## config.mk

```make
export PLATFORM = sky130hd
export DESIGN_NAME = i2cb_engine
export DESIGN_NICKNAME = d
export VERILOG_FILES = /design/src/pkg/i2cb_pkg.sv /design/src/pkg/i2cb_line_if.sv /design/src/core/i2cb_cond_det.sv /design/src/core/i2cb_engine.sv
export VERILOG_INCLUDE_DIRS = /design/src /design/src/pkg
export SDC_FILE = /design/constraint.sdc
export NUM_CORES = 1
export LEC_CHECK = 0
export ABC_AREA = 1
export BUFFER_PORTS_ARGS = -buffer_cell sky130_fd_sc_hd__clkbuf_2
export CAP_MARGIN = 25
export CORE_MARGIN = 4
export CORE_UTILIZATION = 55
export CTS_CLUSTER_SIZE = 12
export DETAILED_ROUTE_END_ITERATION = 6
export HOLD_SLACK_MARGIN = 0.06
export PLACE_DENSITY = 0.79
export SYNTH_ARGS = -nofsm -noshare
export SYNTH_HDL_FRONTEND = slang
export SYNTH_SLANG_ARGS = --single-unit
```

## constraint.sdc

```tcl
create_clock -name i_clk_sys -period 1.94 [get_ports i_clk_sys]
set_input_delay 0.291 -clock i_clk_sys [delete_from_list [all_inputs] [get_ports i_clk_sys]]
set_output_delay 0.291 -clock i_clk_sys [all_outputs]
set_load 0.005 [all_outputs]
```

## src/pkg/i2cb_params.svh

```systemverilog
// Timing counts and reset values for the two-wire framing block.
// Assumes a 40 MHz system clock; included by the detector and engine modules.
`ifndef I2CB_PARAMS_SVH
`define I2CB_PARAMS_SVH

// System clock period
`define I2CB_CLK_NS         25
// Half period of the generated serial clock
`define I2CB_HALF_NS        2500
// Extended and default data hold after a falling serial clock edge
`define I2CB_HOLD_LONG_NS   300
`define I2CB_HOLD_SHORT_NS  75
// Least times round up to whole cycles
`define I2CB_HALF_CYC  ((`I2CB_HALF_NS + `I2CB_CLK_NS - 1) / `I2CB_CLK_NS)
`define I2CB_HOLD_LONG_CYC \
    ((`I2CB_HOLD_LONG_NS + `I2CB_CLK_NS - 1) / `I2CB_CLK_NS)
`define I2CB_HOLD_SHORT_CYC \
    ((`I2CB_HOLD_SHORT_NS + `I2CB_CLK_NS - 1) / `I2CB_CLK_NS)
// Bit index of the acknowledge slot; last data bit index
`define I2CB_ACK_BIT        4'h8
`define I2CB_LAST_DATA_BIT  4'h7
// Reset values of the state records
`define I2CB_ENG_RST '{st: ST_IDLE, sda_oe_n: 1'b1, scl_oe_n: 1'b1, \
    default: '0}
`define I2CB_DET_RST '{scl_m: 1'b1, sda_m: 1'b1, scl_s: 1'b1, sda_s: 1'b1, \
    scl_d: 1'b1, sda_d: 1'b1, default: '0}

`endif

```

## src/pkg/i2cb_pkg.sv

```systemverilog
// Types for the two-wire framing and arbitration block.
// Assumes the params header for widths of counters.
package i2cb_pkg;

    // Engine sequence states
    typedef enum logic [2:0] {
        ST_IDLE,
        ST_START_CHK,
        ST_START_HOLD,
        ST_BIT_LOW,
        ST_BIT_HIGH,
        ST_STOP_LOW,
        ST_STOP_HIGH,
        ST_LOST
    } i2cb_st_t;

    // Engine state record
    typedef struct packed {
        i2cb_st_t   st;
        logic [7:0] cnt;
        logic [3:0] bitn;
        logic [7:0] shreg;
        logic       rd_mode;
        logic       addr_phase;
        logic       sda_oe_n;
        logic       scl_oe_n;
        logic       tx_taken;
        logic [7:0] rx_byte;
        logic       rx_valid;
        logic       ack_ok;
        logic       arb_lost;
        logic       coll;
        logic       start_seen;
        logic       stop_seen;
        logic       busy;
        logic       xfer_busy;
    } i2cb_eng_t;

    // Line condition detector record
    typedef struct packed {
        logic scl_m;
        logic sda_m;
        logic scl_s;
        logic sda_s;
        logic scl_d;
        logic sda_d;
        logic low_seen;
        logic busy;
        logic start_p;
        logic stop_p;
    } i2cb_det_t;

endpackage : i2cb_pkg

```

## src/pkg/i2cb_line_if.sv

```systemverilog
// Carrier of synchronised line levels and bus conditions.
// Assumes detector and engine share one system clock.
`timescale 1ns/10ps
`default_nettype none

interface i2cb_line_if;
    logic scl_s;
    logic sda_s;
    logic start_p;
    logic stop_p;
    logic busy;

    modport det (output scl_s, sda_s, start_p, stop_p, busy);
    modport eng (input scl_s, sda_s, start_p, stop_p, busy);
endinterface : i2cb_line_if

`default_nettype wire

```

## src/core/i2cb_cond_det.sv

```systemverilog
// Synchronises the two bus lines and finds Start and Stop conditions.
// Assumes raw line levels from pins, asynchronous to the system clock.
`timescale 1ns/10ps
`default_nettype none
`include "i2cb_params.svh"

module i2cb_cond_det
    import i2cb_pkg::*;
(
    input  wire logic i_clk_sys,  // System clock
    input  wire logic i_rst_n,    // Async reset, active low
    input  wire logic i_enable,   // Port enable
    input  wire logic i_scl,      // Raw clock line level
    input  wire logic i_sda,      // Raw data line level
    i2cb_line_if.det  lines       // Conditions out
);

    i2cb_det_t d_ff;
    i2cb_det_t nxt_d;

    // Two stages, then edge and condition logic
    always_comb
    begin
        nxt_d       = d_ff;
        nxt_d.scl_m = i_scl;
        nxt_d.sda_m = i_sda;
        nxt_d.scl_s = d_ff.scl_m;
        nxt_d.sda_s = d_ff.sda_m;
        nxt_d.scl_d = d_ff.scl_s;
        nxt_d.sda_d = d_ff.sda_s;
        nxt_d.start_p = d_ff.scl_s && d_ff.scl_d
            && d_ff.sda_d && !d_ff.sda_s;
        nxt_d.stop_p  = d_ff.scl_s && d_ff.scl_d && !d_ff.sda_d
            && d_ff.sda_s && d_ff.low_seen;
        if (!d_ff.scl_s)
            nxt_d.low_seen = 1'b1;
        if (nxt_d.start_p)
        begin
            nxt_d.low_seen = 1'b0;
            nxt_d.busy     = 1'b1;
        end
        if (nxt_d.stop_p)
            nxt_d.busy = 1'b0;
        if (!i_enable)
        begin
            nxt_d.busy     = 1'b0;
            nxt_d.low_seen = 1'b0;
        end
    end

    // State register
    always_ff @(posedge i_clk_sys or negedge i_rst_n)
    begin
        if (!i_rst_n)
            d_ff <= `I2CB_DET_RST;
        else
            d_ff <= nxt_d;
    end

    // Outputs to the engine
    assign lines.scl_s   = d_ff.scl_s;
    assign lines.sda_s   = d_ff.sda_s;
    assign lines.start_p = d_ff.start_p;
    assign lines.stop_p  = d_ff.stop_p;
    assign lines.busy    = d_ff.busy;
endmodule : i2cb_cond_det

`default_nettype wire

```

## src/core/i2cb_engine.sv

```systemverilog
// Master byte engine of a two-wire port: framing, conditions, arbitration.
// Assumes pull-ups on both lines and an outside resolver for open drain.
`timescale 1ns/10ps
`default_nettype none
`include "i2cb_params.svh"

module i2cb_engine
    import i2cb_pkg::*;
(
    input  wire logic       i_clk_sys,                // System clock
    input  wire logic       i_rst_n,                  // Async reset, low
    input  wire logic       i_scl,                    // Clock line level
    input  wire logic       i_sda,                    // Data line level
    input  wire logic       i_serial_port_enable,     // Port enable
    input  wire logic       i_data_hold_extend_select, // Long hold
    input  wire logic       i_xfer_req,               // Start a message
    input  wire logic [7:0] i_tx_byte,                // Next byte to send
    input  wire logic       i_tx_valid,               // More bytes to send
    input  wire logic       i_read_more,              // Ack read byte
    output logic            o_scl_out,                // Clock data, zero
    output logic            o_scl_oe_n,               // Clock pull, low
    output logic            o_sda_out,                // Data data, zero
    output logic            o_sda_oe_n,               // Data pull, low
    output logic            o_tx_taken,               // Byte consumed
    output logic [7:0]      o_rx_byte,                // Received byte
    output logic            o_rx_valid,               // Byte received
    output logic            o_ack_status,             // Ack was seen
    output logic            o_bus_busy,               // Bus active
    output logic            o_arb_lost,               // Arbitration lost
    output logic            o_bus_collision,          // Collision seen
    output logic            o_start_seen,             // Start on bus
    output logic            o_stop_seen,              // Stop on bus
    output logic            o_xfer_busy               // Message running
);

    localparam logic [7:0] HALF_CYC  = 8'(`I2CB_HALF_CYC);
    localparam logic [7:0] HOLD_LONG = 8'(`I2CB_HOLD_LONG_CYC);
    localparam logic [7:0] HOLD_SHRT = 8'(`I2CB_HOLD_SHORT_CYC);

    i2cb_line_if lines ();
    i2cb_eng_t   s_ff;
    i2cb_eng_t   nxt_s;
    logic [7:0]  hold_cyc;
    logic        rx_data;
    logic        txing;
    logic        go_on;

    // Synchroniser and condition detector
    i2cb_cond_det u_det (
        .i_clk_sys (i_clk_sys),
        .i_rst_n   (i_rst_n),
        .i_enable  (i_serial_port_enable),
        .i_scl     (i_scl),
        .i_sda     (i_sda),
        .lines     (lines)
    );

    // Hold time and bit role
    assign hold_cyc = i_data_hold_extend_select ? HOLD_LONG : HOLD_SHRT;
    assign rx_data  = s_ff.rd_mode && !s_ff.addr_phase;
    assign txing    = !rx_data && (s_ff.bitn < `I2CB_ACK_BIT);

    // Next-state logic of the engine
    always_comb
    begin
        nxt_s            = s_ff;
        go_on            = 1'b0;
        nxt_s.tx_taken   = 1'b0;
        nxt_s.rx_valid   = 1'b0;
        nxt_s.busy       = lines.busy;
        nxt_s.start_seen = lines.start_p;
        nxt_s.stop_seen  = lines.stop_p;
        if (lines.stop_p)
        begin
            nxt_s.arb_lost = 1'b0;
            nxt_s.coll     = 1'b0;
        end
        case (s_ff.st)
            ST_IDLE:
            begin
                nxt_s.xfer_busy = 1'b0;
                if (i_xfer_req && !lines.busy
                    && lines.scl_s && lines.sda_s)
                begin
                    nxt_s.xfer_busy = 1'b1;
                    nxt_s.st        = ST_START_CHK;
                end
            end
            ST_START_CHK:
            begin
                nxt_s.cnt = 8'h00;
                if (!lines.sda_s)
                begin
                    nxt_s.coll     = 1'b1;
                    nxt_s.arb_lost = 1'b1;
                    nxt_s.st       = ST_LOST;
                end
                else
                begin
                    nxt_s.sda_oe_n = 1'b0;
                    nxt_s.st       = ST_START_HOLD;
                end
            end
            ST_START_HOLD:
            begin
                nxt_s.cnt = s_ff.cnt + 8'h01;
                if (s_ff.cnt == HALF_CYC)
                begin
                    nxt_s.scl_oe_n   = 1'b0;
                    nxt_s.cnt        = 8'h00;
                    nxt_s.bitn       = 4'h0;
                    nxt_s.shreg      = i_tx_byte;
                    nxt_s.rd_mode    = i_tx_byte[0];
                    nxt_s.addr_phase = 1'b1;
                    nxt_s.tx_taken   = 1'b1;
                    nxt_s.st         = ST_BIT_LOW;
                end
            end
            ST_BIT_LOW:
            begin
                nxt_s.cnt = s_ff.cnt + 8'h01;
                // Data moves only after the hold, with clock low
                if (s_ff.cnt == hold_cyc)
                begin
                    if (s_ff.bitn == `I2CB_ACK_BIT)
                        nxt_s.sda_oe_n = rx_data ? !i_read_more
                                                 : 1'b1;
                    else
                        nxt_s.sda_oe_n = txing ? s_ff.shreg[7]
                                               : 1'b1;
                end
                if (s_ff.cnt == HALF_CYC)
                begin
                    nxt_s.scl_oe_n = 1'b1;
                    nxt_s.cnt      = 8'h00;
                    nxt_s.st       = ST_BIT_HIGH;
                end
            end
            ST_BIT_HIGH:
            begin
                if (!lines.scl_s)
                    nxt_s.cnt = 8'h00;
                else
                begin
                    nxt_s.cnt = s_ff.cnt + 8'h01;
                    if (s_ff.cnt == 8'h00)
                    begin
                        // Sample on the first cycle the clock is high
                        if (txing && s_ff.sda_oe_n && !lines.sda_s)
                        begin
                            nxt_s.arb_lost = 1'b1;
                            nxt_s.coll     = 1'b1;
                            nxt_s.sda_oe_n = 1'b1;
                            nxt_s.scl_oe_n = 1'b1;
                            nxt_s.st       = ST_LOST;
                        end
                        else if (s_ff.bitn < `I2CB_ACK_BIT)
                        begin
                            nxt_s.shreg = {s_ff.shreg[6:0], lines.sda_s};
                            if (rx_data
                                && s_ff.bitn == `I2CB_LAST_DATA_BIT)
                            begin
                                nxt_s.rx_byte  = {s_ff.shreg[6:0],
                                                  lines.sda_s};
                                nxt_s.rx_valid = 1'b1;
                            end
                        end
                        else if (!rx_data)
                            nxt_s.ack_ok = !lines.sda_s;
                    end
                    else if (s_ff.cnt == HALF_CYC)
                    begin
                        nxt_s.scl_oe_n = 1'b0;
                        nxt_s.cnt      = 8'h00;
                        if (s_ff.bitn < `I2CB_ACK_BIT)
                        begin
                            nxt_s.bitn = s_ff.bitn + 4'h1;
                            nxt_s.st   = ST_BIT_LOW;
                        end
                        else
                        begin
                            // Unit of nine clocks ends here
                            nxt_s.bitn       = 4'h0;
                            nxt_s.addr_phase = 1'b0;
                            if (s_ff.rd_mode)
                                go_on = s_ff.addr_phase ? s_ff.ack_ok
                                                        : i_read_more;
                            else
                                go_on = s_ff.ack_ok && i_tx_valid;
                            if (go_on && !s_ff.rd_mode)
                            begin
                                nxt_s.shreg    = i_tx_byte;
                                nxt_s.tx_taken = 1'b1;
                            end
                            nxt_s.st = go_on ? ST_BIT_LOW : ST_STOP_LOW;
                        end
                    end
                end
            end
            ST_STOP_LOW:
            begin
                nxt_s.cnt = s_ff.cnt + 8'h01;
                if (s_ff.cnt == hold_cyc)
                    nxt_s.sda_oe_n = 1'b0;
                if (s_ff.cnt == HALF_CYC)
                begin
                    nxt_s.scl_oe_n = 1'b1;
                    nxt_s.cnt      = 8'h00;
                    nxt_s.st       = ST_STOP_HIGH;
                end
            end
            ST_STOP_HIGH:
            begin
                nxt_s.cnt = lines.scl_s ? s_ff.cnt + 8'h01 : 8'h00;
                if (s_ff.cnt == HALF_CYC)
                begin
                    nxt_s.sda_oe_n = 1'b1;
                    nxt_s.cnt      = 8'h00;
                    nxt_s.st       = ST_IDLE;
                end
            end
            ST_LOST:
            begin
                nxt_s.sda_oe_n = 1'b1;
                nxt_s.scl_oe_n = 1'b1;
                if (lines.stop_p)
                    nxt_s.st = ST_IDLE;
            end
            default:
                nxt_s.st = ST_IDLE;
        endcase
        // Disabled port releases the lines and clears the state and the lost and collision flags
        if (!i_serial_port_enable)
        begin
            nxt_s.st        = ST_IDLE;
            nxt_s.sda_oe_n  = 1'b1;
            nxt_s.scl_oe_n  = 1'b1;
            nxt_s.arb_lost  = 1'b0;
            nxt_s.coll      = 1'b0;
            nxt_s.xfer_busy = 1'b0;
        end
    end

    // State register
    always_ff @(posedge i_clk_sys or negedge i_rst_n)
    begin
        if (!i_rst_n)
            s_ff <= `I2CB_ENG_RST;
        else
            s_ff <= nxt_s;
    end

    // Pins only pull low or release
    assign o_scl_out       = 1'b0;
    assign o_sda_out       = 1'b0;
    assign o_scl_oe_n      = s_ff.scl_oe_n;
    assign o_sda_oe_n      = s_ff.sda_oe_n;
    assign o_tx_taken      = s_ff.tx_taken;
    assign o_rx_byte       = s_ff.rx_byte;
    assign o_rx_valid      = s_ff.rx_valid;
    assign o_ack_status    = s_ff.ack_ok;
    assign o_bus_busy      = s_ff.busy;
    assign o_arb_lost      = s_ff.arb_lost;
    assign o_bus_collision = s_ff.coll;
    assign o_start_seen    = s_ff.start_seen;
    assign o_stop_seen     = s_ff.stop_seen;
    assign o_xfer_busy     = s_ff.xfer_busy;
endmodule : i2cb_engine

`default_nettype wire

```

==> results by group <==
Worst setup path
  – Worst setup EP type: flip-flop
  – Required time worst endpoint: 2.16 ns
  – Critical Path AT: 2.01 ns
  – Type of the worst setup path: flip-flop to flip-flop
  – Nature of the critical path startpoint: flip-flop
  – Flop2flop setup slack: 0.15 ns
  – Maximum cell stage delay along the critical path: approximately 0.48 ns
  – Slowest CP cell: dfrtp_1
  – Largest delay share family, worst path: simple AND/OR/NAND/NOR gates
  – Depth of the worst register-to-register path: 7
  – Largest fanout on the critical path: 7
  – Cell-by-cell trace of the critical path: nor3_4 -> buf_4 -> nand2_4 -> nor2_4 -> nand3_1 -> o21ai_1 -> inv_1
  – Total buffers and inverters traversed by the critical path: 2
  – Reg-to-reg endpoint: o_ack_status
  – Reg2reg start: s_ff[42]

Power and ir drop
  – Combinational Power Share: 0.371
  – Net load switching power: 1.37 mW
  – Pwr per Cell Area: 998 nW/um^2
  – Net Sw Frac: 0.406
  – Max VDD drop: 0.565 mV
  – Internal cell power: 2.00 mW
  – Clock group share of total power: 0.200
  – LEAKAGE: 1.85 nW
  – Part of the total power dissipated in sequential elements: 0.429

Route
  – WL met1: 2940 um
  – Initial DRC count: 172
  – Post-route DRC: 0
  – Highest signal layer in the routed design: met4
  – Routed length on met2: 2810 um
  – Routed vias/inst: 5.13
  – Detailed Routing Iterations Pass 1: 5
  – Average wire length per cell after detail routing: 12.7 um
  – Met3 layer wire length in the routed design: 446 um
  – Via Count: 2,566
  – Final wirelength: 6370 um
  – Remaining antenna violation count: 0

Min path
  – Number of cells traversed by the worst hold path: 3
  – Worst Hold Class: input port to flip-flop
  – Worst Hold Launch: i_tx_byte[0]
  – Hold Path Sink: s_ff[20]

Timing
  – Worst setup skew after layout: 0.0145 ns
  – Number of slew-limit violations in the final report: 0
  – Slew margin rel.: 0.662
  – Crit share post-route: 0.921
  – Fmax achieved: 560 MHz
  – Total setup violations reported at the end of the flow: 0
  – Worst Tran Pin Value: 0.508 ns
  – Final setup TNS: 0 ns
  – Min cycle time layout: between 1.5 and 2 ns
  – Total count of hold-check failures in the final report: 0

Final layout
  – Layout overhead on the synthesized area: 10.6%
  – Top reg by flops: s_ff
  – Proportion of layout cells with a drive suffix above 1: 0.212
  – Number of flip-flops under the largest register name: 25
  – Core occupancy in the finished layout: 0.644
  – Nets: 450
  – Diodes inserted: 0

Die
  – Core Box Area: about 5200 sq um
  – Die boundary width: 82.5 um
  – Num rows: 26
  – Die area: slightly below 7000 sq um
  – Number of top-level design ports: 38
  – Initial cell density of the core: 0.583
  – Overall die height: 82.5 um

Global route
  – Global-route congestion overflow total: 0
  – Total global routing track utilization: 0.202
  – Via count of the first global-routing pass: 2,329
  – Largest net degree at the start of global routing: 36
  – Global-route wire length before repair: 10,500 um
  – Number of antenna violations at the first check in global routing: 0

Placement
  – Routability congestion estimate: 0.934
  – Half-perimeter wire length after detailed placement: 4840 um
  – Count of port buffers added during placement: 35

CTS
  – Clock network latency to the later pin of the worst-skew pair: 0.32 ns
  – Maximum clock insertion buffer count: 2
  – Post-CTS setup-driven buffer insertion count: 0
  – Root cell of the clock tree: clkbuf_8
  – H-tree depth: 2
  – TritonCTS clock tree: built
  – CTS buffer count: 5
  – Clock Sinks: 54
  – Clock-pin slew of the registers on the worst-case setup and hold paths: around 0.11 ns

Synth
  – Number of storage elements in the synthesis netlist: between 50 and 60
  – Yosys cell types: 37
  – Mean instance size in the synthesized netlist: 7.75 sq um
  – Fraction of the yosys area taken by sequential cells: 0.446
  – Share of the synthesized area in the top cell type: 0.377
  – Synthesized cell area: 3050 sq um
  – Ys Warns: 0
  – Post-synthesis cell type with the largest combined area: dfrtp_1
  – Cell count after synthesis: 394
  – Top cells by area in the synthesized netlist: dfrtp_1 38%, nand2_1 14%, dfstp_2 6.9%

Run status
  – Outcome: finished, final reports clean

Run
  – Count of max-cap constraint violations: 0
power groups by stage:
stage	registers (mW)	logic (mW)	clock network (mW)
after floorplan	1.43	0.974	0
after global placement	1.46	1.19	0
after detailed placement	1.47	1.21	0
after CTS	1.44	1.22	0.686
after global routing	1.47	1.42	0.737
final	1.45	1.25	0.674
per-layer routing:
layer,track usage,vias to the layer above
met5,0,-
met4,0.0719,0
met3,0.0412,17
met2,0.313,101
met1,0.282,1159
li1,-,1289
cells by family after synthesis:
kind of cell               Yosys count  synth area share
adders and majority gates            4            0.0164
AOI/OAI and AO/OA                   52             0.103
and+or+nand+nor                    211             0.310
other                                1           0.00123
DFF                                 54             0.446
buffers and inverters               68             0.112
xor gates and xnor gates             4            0.0115
metrics by stage:
step	area (sq um)	setup WS (ns)	power, mW	instances	hold slack [ns]
after floorplan	3060	0.284	2.40	395	-0.00459
after detailed placement	3230	0.0930	2.67	489	0.288
after global routing	3370	-0.00190	3.63	500	0.240
after global placement	3230	0.166	2.65	489	0.282
final	3370	0.153	3.37	500	0.248
after CTS	3360	0.0844	3.35	500	0.248
worst register-to-register path, delay by kind of cell, from the launching register on:
kind | cells | cell delay [ns]
and+or+nand+nor | 4 | 0.79
DFF | 1 | 0.48
buffers and inverters | 2 | 0.29
AOI/OAI and AO/OA | 1 | 0.13
layout make-up:
type	instances	area [sq um]
clock buffer	5	68.8
timing repair buffer	44	263
multi-input combinational	273	1360
inverter	51	201
clock inverter	3	28.8
sequential	54	1360
fill	459	1860
tap	70	87.6
cells in the mapped netlist (all sizes together):
cell type and n:
nand2 127, inv 49, nor2 47, dfrtp 46, o21ai 33, nand3 23
buf 16, a21oi 13, dfstp 8, nor3 7, ha 4, xor2 4
nand3b 3, clkinv 2, nand4 2, o211ai 2, a211oi 1, a22oi 1
clkbuf 1, conb 1, nor3b 1, nor4 1, o21bai 1, o31ai 1
cells in the final DEF (no fill, tap or decap), types with 3 or more instances in the layout:
cell             n
a21oi_1         13
buf_4            5
clkbuf_2        35
clkbuf_8         5
clkinv_4         3
dfrtp_1         46
dfstp_2          8
dlygate4sd3_1    3
ha_1             4
inv_1           47
nand2_1        115
nand2_2          7
nand2_4          5
nand3_1         22
nand3b_1         3
nor2_1          41
nor2_4           4
nor3_1           6
o21ai_0         21
o21ai_2         10
xor2_1           4
what timing repair did:
item,CTS,global route
endpoints found under the hold margin,18,0
hold buffers,3,0
gates resized for setup,0,5
setup endpoints to repair,0,17
how the worst max path moves through the flow:
stage / end / depth (start not counted) / from
floorplan: s_ff[22] / 12 / s_ff[33]
detailed placement: s_ff[26] / 11 / s_ff[33]
finish: o_ack_status / 7 / s_ff[42]
CTS: s_ff[26] / 11 / s_ff[33]
global route: s_ff[27] / 11 / s_ff[33]
global placement: s_ff[26] / 11 / s_ff[33]
No activity file was read; power rests on OpenSTA's default activity.
